### src/flow_pkg.sv
// Purpose: shared constants and types for the control-flow execution unit
// Assumes: 8-bit data, 16-bit program counter, one clock
// Notes: clock counts are in core clocks, one per ref_clk cycle
package flow_pkg;

  // Operation codes presented by the instruction front end
  typedef enum logic [4:0] {
    OP_IDLE_INSTR = 5'h00,
    OP_BR_CARRY = 5'h01,
    OP_BR_NO_CARRY = 5'h02,
    OP_BR_ZERO = 5'h03,
    OP_BR_NOT_ZERO = 5'h04,
    OP_BIT_SET_MEM = 5'h05,
    OP_BIT_SET_ACC = 5'h06,
    OP_BIT_CLR_MEM = 5'h07,
    OP_BIT_CLR_ACC = 5'h08,
    OP_DEC_B = 5'h09,
    OP_DEC_C = 5'h0A,
    OP_DEC_MEM = 5'h0B,
    OP_IRQ_UNMASK = 5'h0C,
    OP_IRQ_MASK = 5'h0D,
    OP_STANDBY_IDLE = 5'h0E,
    OP_STANDBY_STOP = 5'h0F
  } flow_op_t;

  // Instruction lengths in bytes
  localparam logic [15:0] LEN_1 = 16'h0001;
  localparam logic [15:0] LEN_2 = 16'h0002;
  localparam logic [15:0] LEN_3 = 16'h0003;
  localparam logic [15:0] LEN_4 = 16'h0004;

  // Execution times in core clocks
  localparam logic [3:0] CLK_2 = 4'h2;
  localparam logic [3:0] CLK_6 = 4'h6;
  localparam logic [3:0] CLK_8 = 4'h8;
  localparam logic [3:0] CLK_10 = 4'hA;

  // Reset values
  localparam logic [15:0] PC_RESET = 16'h0000;
  localparam logic [7:0] REG_RESET = 8'h00;

  // Unit states
  typedef enum logic [1:0] {
    ST_READY = 2'b00,
    ST_BUSY = 2'b01,
    ST_STANDBY = 2'b10
  } flow_state_t;

endpackage : flow_pkg

### src/flow_cycle_timer.sv
// Purpose: counts out the clocks an instruction occupies
// Assumes: load only while idle
// Notes: done pulses in the last clock of the instruction
`timescale 1ns/1ps
module flow_cycle_timer
  import flow_pkg::*;
#(
  parameter int WIDTH = 4
) (
  input wire logic ref_clk,
  input wire logic rst,
  input wire logic load,
  input wire logic [WIDTH-1:0] cycles,
  output logic busy,
  output logic done
);

  logic [WIDTH-1:0] count_q;

  // Load with length minus one so a 2-clock op ends one clock after load
  always_ff @(posedge ref_clk) begin
    if (rst) begin
      count_q <= '0;
    end else if (load) begin
      count_q <= cycles - WIDTH'(1);
    end else if (count_q != '0) begin
      count_q <= count_q - WIDTH'(1);
    end
  end

  assign busy = (count_q != '0);
  assign done = (count_q == WIDTH'(1));

endmodule : flow_cycle_timer

### src/flow_control_unit.sv
// Purpose: executes branch, loop, interrupt-control and standby instructions
// Assumes: front end decodes the opcode and supplies operand values
// Notes: flags Z and CY are inputs only, never written here
`timescale 1ns/1ps
module flow_control_unit
  import flow_pkg::*;
(
  input wire logic ref_clk,
  input wire logic rst,
  input wire logic issue_valid,
  input wire flow_op_t issue_op,
  input wire logic [7:0] relative_offset,
  input wire logic [2:0] bit_select,
  input wire logic [7:0] bit_operand,
  input wire logic [7:0] accumulator,
  input wire logic [7:0] mem_operand,
  input wire logic carry_flag,
  input wire logic zero_flag,
  input wire logic wake,
  output logic issue_ready,
  output logic [15:0] pc,
  output logic [7:0] reg_b,
  output logic [7:0] reg_c,
  output logic mem_wr,
  output logic [7:0] mem_wr_data,
  output logic interrupt_enable_flag,
  output logic idle_mode,
  output logic stop_mode,
  output logic flags_write,
  output logic retire
);

  flow_state_t state_q, state_d;
  flow_op_t op_q;
  logic [15:0] pc_q, pc_d;
  logic [7:0] b_q, b_d;
  logic [7:0] c_q, c_d;
  logic ie_q, ie_d;
  logic idle_q, stop_q;
  logic mem_wr_q;
  logic [7:0] mem_data_q;
  logic taken_q;
  logic [15:0] len_q;
  // Offset kept from issue; the port may move on while the op runs
  logic [7:0] relative_offset_q;
  // Last clock of a busy instruction
  logic finishing;

  // Decode outputs for the issued instruction
  logic [15:0] op_len;
  logic [3:0] op_clk;
  logic op_taken;
  logic [7:0] dec_b, dec_c, dec_mem;
  logic sel_acc_bit, sel_mem_bit;
  logic start;
  logic timer_busy, timer_done;

  // Bit pick shared by both bit tests
  function automatic logic pick_bit(input logic [7:0] v, input logic [2:0] s);
    pick_bit = v[s];
  endfunction : pick_bit

  // Signed offset widened to pc width
  function automatic logic [15:0] sext_offset(input logic [7:0] d);
    sext_offset = {{8{d[7]}}, d};
  endfunction : sext_offset

  // Either standby op, checked at retirement
  function automatic logic is_standby(input flow_op_t o);
    is_standby = (o == OP_STANDBY_IDLE) || (o == OP_STANDBY_STOP);
  endfunction : is_standby

  assign start = issue_valid && issue_ready;
  assign finishing = (state_q == ST_BUSY) && timer_done;
  assign sel_acc_bit = pick_bit(accumulator, bit_select);
  assign sel_mem_bit = pick_bit(bit_operand, bit_select);
  // Decremented values feed both the taken test and the write-back
  assign dec_b = b_q - 8'h01;
  assign dec_c = c_q - 8'h01;
  assign dec_mem = mem_operand - 8'h01;

  // Length, duration and branch decision per opcode
  always_comb begin
    op_len = LEN_1;
    op_clk = CLK_2;
    op_taken = 1'b0;
    case (issue_op)
      // Flag branches, all two bytes and six clocks
      OP_BR_CARRY: begin
        op_len = LEN_2;
        op_clk = CLK_6;
        op_taken = carry_flag;
      end
      OP_BR_NO_CARRY: begin
        op_len = LEN_2;
        op_clk = CLK_6;
        op_taken = !carry_flag;
      end
      OP_BR_ZERO: begin
        op_len = LEN_2;
        op_clk = CLK_6;
        op_taken = zero_flag;
      end
      OP_BR_NOT_ZERO: begin
        op_len = LEN_2;
        op_clk = CLK_6;
        op_taken = !zero_flag;
      end
      // Bit tests; the accumulator forms are a byte shorter
      OP_BIT_SET_MEM: begin
        op_len = LEN_4;
        op_clk = CLK_10;
        op_taken = sel_mem_bit;
      end
      OP_BIT_SET_ACC: begin
        op_len = LEN_3;
        op_clk = CLK_8;
        op_taken = sel_acc_bit;
      end
      OP_BIT_CLR_MEM: begin
        op_len = LEN_4;
        op_clk = CLK_10;
        op_taken = !sel_mem_bit;
      end
      OP_BIT_CLR_ACC: begin
        op_len = LEN_3;
        op_clk = CLK_8;
        op_taken = !sel_acc_bit;
      end
      // Loops judge the decremented value, not the old one
      OP_DEC_B: begin
        op_len = LEN_2;
        op_clk = CLK_6;
        op_taken = (dec_b != 8'h00);
      end
      OP_DEC_C: begin
        op_len = LEN_2;
        op_clk = CLK_6;
        op_taken = (dec_c != 8'h00);
      end
      OP_DEC_MEM: begin
        op_len = LEN_3;
        op_clk = CLK_8;
        op_taken = (dec_mem != 8'h00);
      end
      // Control and standby ops never branch
      OP_IRQ_UNMASK, OP_IRQ_MASK: begin
        op_len = LEN_3;
        op_clk = CLK_6;
      end
      OP_IDLE_INSTR, OP_STANDBY_IDLE, OP_STANDBY_STOP: begin
        op_len = LEN_1;
        op_clk = CLK_2;
      end
      // Unused codes behave as a one-byte idle op
      default: begin
        op_len = LEN_1;
        op_clk = CLK_2;
      end
    endcase
  end

  // Clock counter for instruction duration
  // Four bits cover the longest op, ten clocks
  flow_cycle_timer #(.WIDTH(4)) u_timer (
    .ref_clk(ref_clk),
    .rst(rst),
    .load(start),
    .cycles(op_clk),
    .busy(timer_busy),
    .done(timer_done)
  );

  // Next state; pc and enable-flag effects land at retirement, B and C step at issue
  always_comb begin
    state_d = state_q;
    pc_d = pc_q;
    b_d = b_q;
    c_d = c_q;
    ie_d = ie_q;
    case (state_q)
      ST_READY: begin
        if (start) begin
          state_d = ST_BUSY;
          // Loop registers step at issue; the branch resolves later
          if (issue_op == OP_DEC_B) b_d = dec_b;
          if (issue_op == OP_DEC_C) c_d = dec_c;
        end
      end
      ST_BUSY: begin
        if (timer_done) begin
          // Target is the following instruction address plus the offset
          pc_d = taken_q ? (pc_q + len_q + sext_offset(relative_offset_q))
                         : (pc_q + len_q);
          // Enable flag changes only as the op completes
          if (op_q == OP_IRQ_UNMASK) ie_d = 1'b1;
          if (op_q == OP_IRQ_MASK) ie_d = 1'b0;
          if (is_standby(op_q)) begin
            state_d = ST_STANDBY;
          end else begin
            state_d = ST_READY;
          end
        end
      end
      ST_STANDBY: begin
        // Wake is a level; held high it just leaves standby at once
        if (wake) state_d = ST_READY;
      end
      default: state_d = ST_READY;
    endcase
  end

  // Capture the issued instruction; operands are held for its duration
  always_ff @(posedge ref_clk) begin
    if (rst) begin
      op_q <= OP_IDLE_INSTR;
      taken_q <= 1'b0;
      len_q <= LEN_1;
      relative_offset_q <= REG_RESET;
    end else if (start) begin
      op_q <= issue_op;
      taken_q <= op_taken;
      len_q <= op_len;
      relative_offset_q <= relative_offset;
    end
  end

  // Architectural state
  always_ff @(posedge ref_clk) begin
    if (rst) begin
      state_q <= ST_READY;
      pc_q <= PC_RESET;
      b_q <= REG_RESET;
      c_q <= REG_RESET;
      ie_q <= 1'b0;
    end else begin
      state_q <= state_d;
      pc_q <= pc_d;
      b_q <= b_d;
      c_q <= c_d;
      ie_q <= ie_d;
    end
  end

  // Memory write-back of a decremented byte, one pulse at issue
  // The front end performs the store; this unit only offers it
  always_ff @(posedge ref_clk) begin
    if (rst) begin
      mem_wr_q <= 1'b0;
      mem_data_q <= REG_RESET;
    end else begin
      mem_wr_q <= start && (issue_op == OP_DEC_MEM);
      if (start && (issue_op == OP_DEC_MEM)) mem_data_q <= dec_mem;
    end
  end

  // Standby mode levels; stop also gates the oscillator outside
  always_ff @(posedge ref_clk) begin
    if (rst) begin
      idle_q <= 1'b0;
      stop_q <= 1'b0;
    end else if (finishing) begin
      idle_q <= (op_q == OP_STANDBY_IDLE);
      stop_q <= (op_q == OP_STANDBY_STOP);
    end else if (state_q == ST_STANDBY && wake) begin
      // Only wake leaves stop; nothing here restarts the oscillator
      idle_q <= 1'b0;
      stop_q <= 1'b0;
    end
  end

  // Handshake outputs; a load never lands while the timer still counts
  assign issue_ready = (state_q == ST_READY) && !timer_busy;
  assign retire = finishing;
  // Flags are only read here, so the write strobe is tied off
  assign flags_write = 1'b0;

  // Data outputs straight from flip-flops
  assign pc = pc_q;
  assign reg_b = b_q;
  assign reg_c = c_q;
  assign mem_wr = mem_wr_q;
  assign mem_wr_data = mem_data_q;
  assign interrupt_enable_flag = ie_q;
  assign idle_mode = idle_q;
  assign stop_mode = stop_q;

endmodule : flow_control_unit

### config.mk
export PLATFORM = sky130hd
export DESIGN_NAME = flow_control_unit
export DESIGN_NICKNAME = d
export VERILOG_FILES = /design/src/flow_pkg.sv /design/src/flow_cycle_timer.sv /design/src/flow_control_unit.sv
export SDC_FILE = /design/constraint.sdc
export NUM_CORES = 1
export LEC_CHECK = 0
export ABC_AREA = 1
export ABC_CLOCK_PERIOD_IN_PS = 7000
export BUFFER_PORTS_ARGS = -buffer_cell sky130_fd_sc_hd__buf_2
export CORE_MARGIN = 1
export CORE_UTILIZATION = 50
export DETAILED_ROUTE_END_ITERATION = 12
export GPL_TIMING_DRIVEN = 0
export PLACE_DENSITY = 0.84
export SYNTH_ARGS = -nofsm -noshare
export SYNTH_HDL_FRONTEND = slang
export SYNTH_SLANG_ARGS = --single-unit
### constraint.sdc
create_clock -name ref_clk -period 7 [get_ports ref_clk]
set_clock_uncertainty 0.1 [all_clocks]
set_input_delay 0.35 -clock ref_clk [delete_from_list [all_inputs] [get_ports ref_clk]]
set_output_delay 0.35 -clock ref_clk [all_outputs]
set_load 0.02 [all_outputs]
# Yosys cells after proc, flatten, opt, wreduce, memory -nomap -nowiden
# Cells that the tools add are included.
# totals
wordCells,94
ff_bits,80
latch_bits,0
in_bits,46
ram_bits,0
n_memories,0
mem_bits_ro,0
# op_classes
order_cmp,1
bitwise,0
reduce_logical,29
muxes,20
n_eq_ne,23
n_div,0
shift,0
multipliers,0
add_sub_neg,7
# op_table
op,n
"5-bit by 4-bit equality test with 1-bit output, second input constant",10
16-bit adder,2
8-bit nonzero test,3
"8-bit by 1-bit subtractor with 8-bit output, second input constant",3
"5-bit by 3-bit equality test with 1-bit output, second input constant",4
16-bit two-way mux,1
4-bit case mux with 3 select lines,1
3-bit AND reduction,4
1-bit case mux with 11 select lines,1
"5-bit by 2-bit equality test with 1-bit output, second input constant",2
3-bit case mux with 3 select lines,1
2-bit two-way mux,4
4-bit two-way mux,2
8-bit OR reduction,1
"4-bit by 1-bit subtractor with 4-bit output, second input constant",2
1-bit two-way mux,7
1-bit binary-select mux with 3-bit select,2
"2-bit != test, second input constant",3
2-bit case mux with 3 select lines,1
2-bit nonzero test,3
6-bit OR reduction,1
"5-bit by 1-bit equality test with 1-bit output, second input constant",1
1-bit logical AND,5
1-bit zero test,5
other kinds (11),11

# Logic depth before layout (Yosys ltp)
# Gate-level depths: netlist of the first run.
# depth
word_depth,6
mapped_depth,22
depth_no_buf,22

# Hierarchy
# Synthesis of the first run repeated with hierarchy kept, for this count alone.
# unflattened
cells_unflattened,745
area_unflattened_um2,4787.1
# by_module_without_submodules
module,seq_area_each_um2,n_inst,area_per_inst_um2,cells_each
flow_control_unit,1261.2,1,4464.3,697
flow_cycle_timer,80.1,1,322.8,48

# Worst setup path after synthesis of the first run
# Ideal clock, no wire load.
# synth_timing
path_type,flip-flop to flip-flop
startpoint,register pc_q[1] (netlist: pc[1])
endpoint,register pc_q[15] (netlist: pc[15])
t_arrival_ns,2.715
stages_incl_launch_ff,23
path_slack_ns,4.076
period_less_slack_ns,2.924
required_time_ns,6.791
path_cell_list,dfxtp_1 -> ha_1 -> nand3_1 -> nand3_2 -> nand2_1 -> nor2_2 -> nand2_1 -> nor2_1 -> or2_2 -> and2_1 -> ha_1 -> nand2_1 -> inv_1 -> nand2_1 -> nand2_1 -> a21oi_1 -> nand2_1 -> nand2_1 -> nand3_1 -> nand2_1 -> nand3_1 -> nand2_1 -> inv_1
# synth_between
elab_chain_cells,3
# synth_lines
element,line_no,rtl
from (decl),flow_control_unit.sv:35,"logic [15:0] pc_q, pc_d;"
from (signal assigned),flow_control_unit.sv:238,pc_q <= pc_d;
16-bit adder *,"flow_control_unit.sv:193, flow_control_unit.sv:194",
16-bit adder,flow_control_unit.sv:193,pc_d = taken_q ? (pc_q + len_q + sext_offset(relative_offset_q))
16-bit two-way mux *,flow_control_unit.sv:193,
# Mark *: on every way between the ends. The rest lies on a longest branch, timed or not.
# A chain may end at the register's enable or synchronous reset.

# Final worst setup path of the first run
# layout_timing
startpoint,register pc_q[2] (netlist: pc[2])
endpoint,register pc_q[14] (netlist: pc[14])
# Same word-level chain as after synthesis.

==> metrics.txt, run 1 <==
# TYPE chip_impl_metric gauge
chip_impl_metric{name="post_cts_setup_buffers",unit=""} 0
chip_impl_info{name="cts_tree",value="done"} 1
chip_impl_info{name="hp-class",value="in2reg"} 1
chip_impl_metric{name="yosysWarningCount",unit=""} 0
chip_impl_metric{name="power.density_cell_area",unit="mW/mm^2"} 231
chip_impl_metric{name="largest_net_degree_at_the_start_of_global_routing",unit=""} 12
chip_impl_metric{name="placement_row_count",unit=""} 35
chip_impl_metric{name="detailroute.wirelength.met2",unit="um"} 6170
chip_impl_metric{name="worst_skew_late_latency",unit="ns"} 0.36
chip_impl_metric{name="n_antenna_cell",unit=""} 0
chip_impl_metric{name="numCtsBuffers",unit=""} 9
chip_impl_metric{name="fin_cells",unit=""} 994
chip_impl_metric{name="grt.overflow.total",unit=""} 0
chip_impl_metric{name="final_setup_violation_count",unit=""} 0
chip_impl_metric{name="yosysUniqueCellTypes",unit=""} 39
chip_impl_metric{name="cp.required",unit="ns"} 7.13
chip_impl_metric{name="number_of_enable_type_register_cells_in_the_synthesized_netlist",unit=""} 0
chip_impl_metric{name="finalNetCount",unit=""} 937
chip_impl_info{name="ys.flop_type",value="sky130_fd_sc_hd__dfxtp_1"} 1
chip_impl_metric{name="area_of_the_multi_input_gates",unit="mm^2"} 0.00293
chip_impl_metric{name="final_hold_viol_count",unit=""} 0
chip_impl_metric{name="grt_util_all_layers",unit="%"} 27.3
chip_impl_metric{name="vdd.ir_drop.worst",unit="V"} 0.000111
chip_impl_metric{name="cts_max_path_buffers",unit=""} 2
chip_impl_metric{name="vias",unit=""} 5264
chip_impl_metric{name="timing_worst_slew_pin_value",unit="ns"} 0.719
chip_impl_info{name="crit_start",value="pc[2]"} 1
chip_impl_info{name="critPathTopFamily",value="simple AND/OR/NAND/NOR gates"} 1
chip_impl_info{name="worstSetupStartpointType",value="flip-flop"} 1
chip_impl_metric{name="timing.final.crit_period",unit="ns"} 3.34
chip_impl_metric{name="boundaryPins",unit=""} 93
chip_impl_metric{name="setup_total_negative_slack",unit="ns"} 0
chip_impl_metric{name="grt_first_pass_wirelength",unit="um"} 21900
chip_impl_metric{name="total_standard_cell_area_after_synthesis",unit="mm^2"} 0.00483
chip_impl_info{name="cts-root-buf",value="sky130_fd_sc_hd__clkbuf_8"} 1
chip_impl_metric{name="fin_total_pwr",unit="uW"} 1300
chip_impl_metric{name="place.gp.congestion",unit=""} 0.945
chip_impl_metric{name="post_cts_hold_buffer_count",unit=""} 0
chip_impl_metric{name="area.growth.synth_to_final",unit="%"} 17.0
chip_impl_metric{name="coreArea",unit="mm^2"} 0.00928
chip_impl_info{name="timing.hold.worst.start",value="mem_operand[0]"} 1
chip_impl_metric{name="syn-instance-count",unit=""} 762
chip_impl_metric{name="postSynthNetCount",unit=""} 837
chip_impl_metric{name="fillerInstances",unit=""} 904
chip_impl_metric{name="crit_buf_inv",unit=""} 1
chip_impl_metric{name="routedWlPerCell",unit="um"} 13.1
chip_impl_info{name="critical_path.most_common_cell",value="sky130_fd_sc_hd__nand2_1"} 1
chip_impl_metric{name="cts_htree_levels",unit=""} 3
chip_impl_metric{name="drc",unit=""} 0
chip_impl_metric{name="drv.max_cap_violation_count",unit=""} 0
chip_impl_metric{name="synth_seq_area_share",unit="%"} 27.8
chip_impl_metric{name="dieHeight",unit="um"} 100
chip_impl_metric{name="hpwlAfterDp",unit="um"} 9580
chip_impl_metric{name="synthesis_stage_register_bit_count",unit=""} 67
chip_impl_metric{name="cts.sink_count",unit=""} 67
chip_impl_metric{name="drt_first_pass_iters",unit=""} 5
chip_impl_info{name="rsz_0062_raised_after_global_routing",value="false"} 1
chip_impl_metric{name="cts.reportedPaths.clkPinSlew",unit="ns"} 0.07
chip_impl_metric{name="worst_path_largest_cell_delay",unit="ns"} 0.37
chip_impl_info{name="synth_top_cell_by_area",value="sky130_fd_sc_hd__dfxtp_1"} 1
chip_impl_info{name="crit_chain",value="ha_1 > nand3_1 > nand3_2 > nand2_1 > nor2_2 > nand2_1 > nor2_1 > nand2_1 > and2_1 > ha_1 > nand2_1 > inv_1 > a21oi_1 > nor2_1 > nor2_1 > a21oi_1 > o21ai_1 > a21oi_1"} 1
chip_impl_metric{name="max_clock_freq",unit="MHz"} 300
chip_impl_metric{name="cp.arrival",unit="ns"} 3.47
chip_impl_metric{name="top_cell_type_s_share_of_synthesized_area",unit="%"} 27.8
chip_impl_metric{name="placement.io_buffers",unit=""} 89
chip_impl_info{name="timing.rr.start",value="pc[2]"} 1
chip_impl_metric{name="worstPathMaxFanout",unit=""} 4
chip_impl_metric{name="average_size_of_a_mapped_cell",unit="um^2"} 6.34
chip_impl_metric{name="antenna_found_initial",unit=""} 0
chip_impl_metric{name="met1_routed_length",unit="um"} 5550
chip_impl_metric{name="grt_pass1_vias",unit=""} 4997
chip_impl_metric{name="routed_via_density",unit=""} 5.30
chip_impl_metric{name="post_cts.resized_instances",unit=""} 0
chip_impl_info{name="slowest_stage",value="sky130_fd_sc_hd__ha_1"} 1
chip_impl_metric{name="reg2reg_slack",unit="ns"} 3.66
chip_impl_info{name="run_status",value="completed"} 1
chip_impl_info{name="uppermost_layer_routed",value="met4"} 1
chip_impl_metric{name="initial_core_util",unit="%"} 52.0
chip_impl_metric{name="maxSlewViolCount",unit=""} 0
chip_impl_metric{name="post-route-period-util",unit="%"} 47.7
chip_impl_metric{name="maxSlewHeadroom",unit="%"} 52.1
chip_impl_metric{name="postRouteAntennaNets",unit=""} 0
chip_impl_metric{name="p_leak",unit="uW"} 0.00293
chip_impl_metric{name="drive_gt1_share",unit="%"} 15.4
chip_impl_metric{name="totalWireLength",unit="um"} 13000
chip_impl_metric{name="dp_cells",unit=""} 980
chip_impl_info{name="setup.worst_path.end_class",value="flip-flop"} 1
chip_impl_metric{name="die_width",unit="um"} 100
chip_impl_metric{name="die-area",unit="mm^2"} 0.0101
chip_impl_metric{name="detailedRoute.firstIterationViolations",unit=""} 257
chip_impl_metric{name="share_of_synthesized_registers_carrying_an_async_set_or_reset",unit="%"} 0
chip_impl_info{name="critPathKind",value="reg2reg"} 1
chip_impl_info{name="post_synth_main_area_contributors",value="sky130_fd_sc_hd__dfxtp_1, sky130_fd_sc_hd__nand2_1, sky130_fd_sc_hd__inv_1"} 1
chip_impl_metric{name="area.sequential",unit="mm^2"} 0.00134
chip_impl_metric{name="met3RoutedLength",unit="um"} 969
## cells by family (layout without fill, tap and decap cells)
kind of cell	count (synthesis)	after routing	synth area share (%)
and+or+nand+nor	362	362	32.9
xor gates and xnor gates	15	15	2.72
DFF	67	67	27.8
adders and majority gates	29	29	7.82
other	1	1	0.0776
AOI/OAI and AO/OA	155	155	17.2
buffers and inverters	133	236	11.5
## power by group
part	total (uW)	switching [uW]	internal, uW	leakage [uW]
logic	459	291	168	0.00229
registers	484	50.4	433	0.000543
clock network	361	154	207	0.000104
## layout make-up
| class | instances | area share (%) |
|---|---|---|
| Tap cell | 129 | 2.86 |
| Clock inverter | 4 | 1.35 |
| Clock buffer | 10 | 2.44 |
| Timing Repair Buffer | 89 | 7.88 |
| Sequential cell | 67 | 23.7 |
| Multi-Input combinational cell | 562 | 51.9 |
| Buffer | 23 | 2.55 |
| Inverter | 110 | 7.31 |
## sequential cells by signal, summed over array words and instances, names as in the netlist
name / flops
mem_wr_data: 8
pc: 16
relative_offset_q: 8
mem_wr: 1
reg_c: 8
state_q: 2
op_q: 5
u_timer.count_q: 4
idle_mode: 1
taken_q: 1
stop_mode: 1
len_q: 3
reg_b: 8
interrupt_enable_flag: 1
## cells in the final DEF, fill, tap and decap left out, types with 2 or more instances in the layout
master                        n
sky130_fd_sc_hd__nand2_1    173
sky130_fd_sc_hd__inv_1      108
sky130_fd_sc_hd__buf_2       93
sky130_fd_sc_hd__nor2_1      76
sky130_fd_sc_hd__nand3_1     69
sky130_fd_sc_hd__dfxtp_1     67
sky130_fd_sc_hd__a21oi_1     64
sky130_fd_sc_hd__o21ai_0     59
sky130_fd_sc_hd__ha_1        27
sky130_fd_sc_hd__a31oi_1     17
sky130_fd_sc_hd__nand4_1     13
sky130_fd_sc_hd__clkbuf_1    11
sky130_fd_sc_hd__clkbuf_8    10
sky130_fd_sc_hd__nor3_1       9
sky130_fd_sc_hd__xor2_1       8
sky130_fd_sc_hd__xnor2_1      7
sky130_fd_sc_hd__buf_6        6
sky130_fd_sc_hd__nor2_4       4
sky130_fd_sc_hd__o21ai_1      4
sky130_fd_sc_hd__o21bai_1     4
sky130_fd_sc_hd__or2_1        3
sky130_fd_sc_hd__or2_2        3
sky130_fd_sc_hd__a21o_1       3
sky130_fd_sc_hd__nor2_2       2
sky130_fd_sc_hd__buf_4        2
sky130_fd_sc_hd__and2_1       2
sky130_fd_sc_hd__inv_2        2
sky130_fd_sc_hd__nand3b_1     2
sky130_fd_sc_hd__fa_1         2
sky130_fd_sc_hd__bufinv_16    2
## path summary, 6_finish.rpt
check,end,depth (start not counted)
hold reg to reg,stop_mode,2
setup / recovery,pc[14],18
setup reg to reg,pc[14],18
hold / removal,mem_wr_data[0],2
## worst register-to-register path: cells and delay by family, from the launching register on
family,cells,cell delay [ns]
and+or+nand+nor,11,1.48
adders and majority gates,2,0.68
AOI/OAI and AO/OA,4,0.55
DFF,1,0.35
buffers and inverters,1,0.06
## cells in the mapped netlist, types with 2 or more instances
master,count
sky130_fd_sc_hd__o21bai_1,4
sky130_fd_sc_hd__nand2_1,173
sky130_fd_sc_hd__nor3_1,9
sky130_fd_sc_hd__nand3_1,69
sky130_fd_sc_hd__inv_1,108
sky130_fd_sc_hd__nor2_4,4
sky130_fd_sc_hd__or2_2,3
sky130_fd_sc_hd__or2_1,3
sky130_fd_sc_hd__buf_6,6
sky130_fd_sc_hd__buf_4,2
sky130_fd_sc_hd__fa_1,2
sky130_fd_sc_hd__o21ai_1,4
sky130_fd_sc_hd__xnor2_1,7
sky130_fd_sc_hd__a21o_1,3
sky130_fd_sc_hd__xor2_1,8
sky130_fd_sc_hd__and2_1,2
sky130_fd_sc_hd__dfxtp_1,67
sky130_fd_sc_hd__nand3b_1,2
sky130_fd_sc_hd__inv_2,2
sky130_fd_sc_hd__nor2_1,76
sky130_fd_sc_hd__a31oi_1,17
sky130_fd_sc_hd__o21ai_0,59
sky130_fd_sc_hd__clkbuf_1,11
sky130_fd_sc_hd__ha_1,27
sky130_fd_sc_hd__nor2_2,2
sky130_fd_sc_hd__buf_2,4
sky130_fd_sc_hd__a21oi_1,64
sky130_fd_sc_hd__nand4_1,13
## metal layers
layer / vias up / track usage (%)
met2: 207 / 47.4
met3: 30 / 5.99
met5: - / 0
li1: 2684 / -
met4: 0 / 11.4
met1: 2343 / 32.4
## through the flow
| stage | hold slack, ns | worst slack [ns] | utilization, % | cell area, um^2 |
|---|---|---|---|---|
| global route | 0.127 | 3.33 | 60.9 | 5650 |
| global placement | 0.349 | 3.84 | 58.6 | 5440 |
| detailed placement | 0.356 | 3.78 | 58.6 | 5440 |
| CTS | 0.0833 | 3.71 | 60.9 | 5650 |
| floorplan | 0.332 | 4.08 | - | 4830 |
| finish | 0.0979 | 3.66 | 60.9 | 5650 |
No activity file was read; power rests on OpenSTA's default activity.
==> run 2, diff against run 1 <==
--- a/config.mk
+++ b/config.mk
@@ -6,13 +6,13 @@
 export NUM_CORES = 1
 export LEC_CHECK = 0
 export ABC_AREA = 1
-export ABC_CLOCK_PERIOD_IN_PS = 7000
+export ABC_CLOCK_PERIOD_IN_PS = 2700
 export BUFFER_PORTS_ARGS = -buffer_cell sky130_fd_sc_hd__buf_2
 export CORE_MARGIN = 1
 export CORE_UTILIZATION = 50
 export DETAILED_ROUTE_END_ITERATION = 12
 export GPL_TIMING_DRIVEN = 0
-export PLACE_DENSITY = 0.84
+export PLACE_DENSITY = 0.87
 export SYNTH_ARGS = -nofsm -noshare
 export SYNTH_HDL_FRONTEND = slang
 export SYNTH_SLANG_ARGS = --single-unit
==> constraint.sdc (replaced) <==
create_clock -name ref_clk -period 2.7 [get_ports ref_clk]
set_clock_uncertainty 0.1 [all_clocks]
set_input_delay 0.135 -clock ref_clk [delete_from_list [all_inputs] [get_ports ref_clk]]
set_output_delay 0.135 -clock ref_clk [all_outputs]
set_load 0.02 [all_outputs]
==> run 2 against run 1 <==
  * The run now ends with negative setup slack left
  * Power grew to 2.9 times the previous value
  * Hold slack worse by 0.085 ns
  * Worst setup slack worse by 4.1 ns
  * Global-route usage is 2.4 points higher
  * First-iteration DRC count is 86% higher
  * Via count is 11% higher
  * Maximum frequency is 6.7% higher
  * Sequential share of layout area is 2.8 points lower
  * Register-to-register slack worse by 4.1 ns
  * Final area is 15% higher
  * Critical path type unchanged
  * Highest routed layer unchanged
==> metrics.txt, run 2 (same netlist as run 1, synthesis figures left out) <==
# TYPE chip_impl_metric gauge
chip_impl_info{name="run_status",value="finished, violations left"} 1
chip_impl_info{name="violations",value="negative setup slack"} 1
chip_impl_info{name="worstSetupStartpointType",value="flip-flop"} 1
chip_impl_metric{name="maxSlewHeadroom",unit="%"} 38.0
chip_impl_metric{name="routed_via_density",unit=""} 5.64
chip_impl_info{name="timing.rr.start",value="pc[0]"} 1
chip_impl_info{name="critPathKind",value="reg2reg"} 1
chip_impl_metric{name="grt.overflow.total",unit=""} 0
chip_impl_metric{name="totalWireLength",unit="um"} 16400
chip_impl_info{name="end_of_the_worst_register_to_register_path",value="pc[7]"} 1
chip_impl_info{name="slowest_stage",value="sky130_fd_sc_hd__dfxtp_4"} 1
chip_impl_metric{name="largest_reg_flops",unit=""} 16
chip_impl_info{name="most_frequent_cells_in_the_layout",value="sky130_fd_sc_hd__nand2_1, sky130_fd_sc_hd__inv_1, sky130_fd_sc_hd__buf_2"} 1
chip_impl_metric{name="numCtsBuffers",unit=""} 9
chip_impl_metric{name="switching_power",unit="uW"} 1550
chip_impl_metric{name="cts.reportedPaths.clkPinSlew",unit="ns"} 0.08
chip_impl_metric{name="drive_gt1_share",unit="%"} 27.2
chip_impl_metric{name="cts_max_path_buffers",unit=""} 2
chip_impl_metric{name="worstPathMaxFanout",unit=""} 5
chip_impl_metric{name="grt_pass1_vias",unit=""} 5378
chip_impl_metric{name="dieHeight",unit="um"} 100
chip_impl_metric{name="reg2reg_slack",unit="ns"} -0.43
chip_impl_metric{name="area.growth.synth_to_final",unit="%"} 34.2
chip_impl_metric{name="fin_cells",unit=""} 1033
chip_impl_metric{name="worst_skew_late_latency",unit="ns"} 0.36
chip_impl_info{name="layout.cells.most_common",value="sky130_fd_sc_hd__nand2_1"} 1
chip_impl_metric{name="routedWlPerCell",unit="um"} 15.9
chip_impl_metric{name="power.density_cell_area",unit="mW/mm^2"} 590
chip_impl_metric{name="drt_first_pass_iters",unit=""} 6
chip_impl_info{name="cts-root-buf",value="sky130_fd_sc_hd__clkbuf_8"} 1
chip_impl_metric{name="power.clock.fraction",unit="%"} 25.2
chip_impl_metric{name="largest_net_degree_at_the_start_of_global_routing",unit=""} 14
chip_impl_metric{name="cts.sink_count",unit=""} 67
chip_impl_info{name="setup.worst_path.end_class",value="flip-flop"} 1
chip_impl_metric{name="initial_core_util",unit="%"} 52.0
chip_impl_metric{name="dp_worst_setup_slack",unit="ns"} -0.393
chip_impl_metric{name="boundaryPins",unit=""} 93
chip_impl_metric{name="dp_cells",unit=""} 980
chip_impl_metric{name="vias",unit=""} 5830
chip_impl_metric{name="cp.required",unit="ns"} 2.84
chip_impl_info{name="rsz_0062_raised_after_global_routing",value="true"} 1
chip_impl_metric{name="hpwlAfterDp",unit="um"} 9720
chip_impl_metric{name="final_hold_viol_count",unit=""} 0
chip_impl_metric{name="vdd.ir_drop.worst",unit="V"} 0.000411
chip_impl_metric{name="postRouteAntennaNets",unit=""} 0
chip_impl_metric{name="finalWorstSetupSlack",unit="ns"} -0.429
chip_impl_info{name="critPathCapture",value="pc[7]"} 1
chip_impl_metric{name="cts_htree_levels",unit=""} 3
chip_impl_metric{name="die_width",unit="um"} 100
chip_impl_info{name="crit_start",value="pc[0]"} 1
chip_impl_metric{name="die-area",unit="mm^2"} 0.0101
chip_impl_metric{name="fillerInstances",unit=""} 714
chip_impl_metric{name="place.gp.congestion",unit=""} 0.919
chip_impl_metric{name="detailedRoute.firstIterationViolations",unit=""} 477
chip_impl_metric{name="timing_worst_slew_pin_value",unit="ns"} 0.929
chip_impl_metric{name="coreArea",unit="mm^2"} 0.00928
chip_impl_metric{name="post-route-period-util",unit="%"} 116
chip_impl_metric{name="placement_row_count",unit=""} 35
chip_impl_metric{name="final_core_utilization",unit="%"} 69.9
chip_impl_metric{name="grt_util_all_layers",unit="%"} 29.7
chip_impl_metric{name="combinationalPowerShare",unit="%"} 40.8
chip_impl_metric{name="max_clock_freq",unit="MHz"} 320
chip_impl_metric{name="sequentialPowerShare",unit="%"} 34.0
chip_impl_metric{name="p_int",unit="uW"} 2280
chip_impl_metric{name="cp.arrival",unit="ns"} 3.27
chip_impl_metric{name="n_antenna_cell",unit=""} 0
chip_impl_metric{name="drc",unit=""} 0
chip_impl_metric{name="fraction_of_power_spent_switching_nets",unit="%"} 40.4
chip_impl_metric{name="timing.final.crit_period",unit="ns"} 3.13
chip_impl_info{name="crit_chain",value="ha_4 > fa_2 > nand2_2 > a21oi_4 > buf_4 > xor2_2 > inv_2 > ha_4 > a21o_1 > a21oi_2 > nand2_2 > buf_4 > o21ai_1 > a21oi_1 > a211oi_2 > nor2_1"} 1
chip_impl_info{name="cts_tree",value="done"} 1
chip_impl_metric{name="worst_path_largest_cell_delay",unit="ns"} 0.36
chip_impl_info{name="hp-class",value="in2reg"} 1
chip_impl_metric{name="grt_first_pass_wirelength",unit="um"} 23700
chip_impl_metric{name="antenna_found_initial",unit=""} 0
chip_impl_metric{name="worst_r2r_path_depth",unit=""} 16
chip_impl_metric{name="maxSlewViolCount",unit=""} 0
chip_impl_metric{name="finalNetCount",unit=""} 974
chip_impl_metric{name="p_leak",unit="uW"} 0.00318
chip_impl_metric{name="drv.max_cap_violation_count",unit=""} 0
chip_impl_metric{name="placement.io_buffers",unit=""} 89
chip_impl_metric{name="final_setup_violation_count",unit=""} 10
-- run 2: area by class of cell --
class | instances | area [um^2] | area share (%)
Clock inverter | 7 | 97.6 | 1.50
Tap cell | 129 | 161 | 2.49
Multi-Input combinational cell | 562 | 3420 | 52.8
Clock buffer | 9 | 124 | 1.91
Sequential cell | 67 | 1360 | 20.9
Inverter | 110 | 413 | 6.37
Timing Repair Buffer | 126 | 766 | 11.8
Buffer | 23 | 144 | 2.22
-- run 2: what timing repair did --
item | in CTS | in global routing
setup buffers | 16 | 7
setup endpoints to repair | 10 | 12
gates resized for setup | 50 | 49
hold buffers | 14 | 0
pin swaps | 28 | 26
hold endpoints to repair | 14 | 0
-- run 2: power by group through the flow --
stage	sequential [uW]	clock (uW)	combinational, uW
after global routing	1320	1020	1700
after global placement	1280	0	1150
final	1300	966	1560
after CTS	1290	971	1360
after detailed placement	1290	0	1190
after floorplan	1280	0	879
-- run 2: routing by layer --
layer	up-vias	part of all wire, %	track usage [%]
li1	2751	-	-
met3	124	9.6	6.62
met4	0	6.1	14.7
met1	2626	37	33.8
met2	329	47	52.2
met5	-	0	0
-- run 2: critical path: cells and delay by family, from the launching register on --
kind | cells | cell delay (ns)
buffers and inverters | 3 | 0.38
xor gates and xnor gates | 1 | 0.16
adders and majority gates | 3 | 0.76
and+or+nand+nor | 3 | 0.28
DFF | 1 | 0.36
AOI/OAI and AO/OA | 6 | 0.97
-- run 2: worst min path at each step --
| stage | start | endpoint | depth (start not counted) |
|---|---|---|---|
| 2_1_floorplan | mem_operand[0] | mem_wr_data[0] | 1 |
| 3_3_place_gp | mem_operand[0] | mem_wr_data[0] | 2 |
| 3_5_place_dp | mem_operand[0] | mem_wr_data[0] | 2 |
| 4_1_cts | issue_op[0] | op_q[0] | 3 |
| 5_1_grt | mem_operand[7] | mem_wr_data[7] | 3 |
| 6_report | issue_op[3] | op_q[3] | 3 |
-- run 2: through the flow --
| stage | instance area [um^2] | setup TNS [ns] | power (uW) | hold WS [ns] |
|---|---|---|---|---|
| floorplan | 4920 | 0 | 2160 | 0.125 |
| global placement | 5530 | -1.59 | 2430 | 0.250 |
| detailed placement | 5530 | -2.13 | 2470 | 0.252 |
| CTS | 6260 | -0.599 | 3620 | 0.00266 |
| global route | 6480 | -3.74 | 4030 | 0.00469 |
| finish | 6480 | -2.44 | 3830 | 0.0126 |
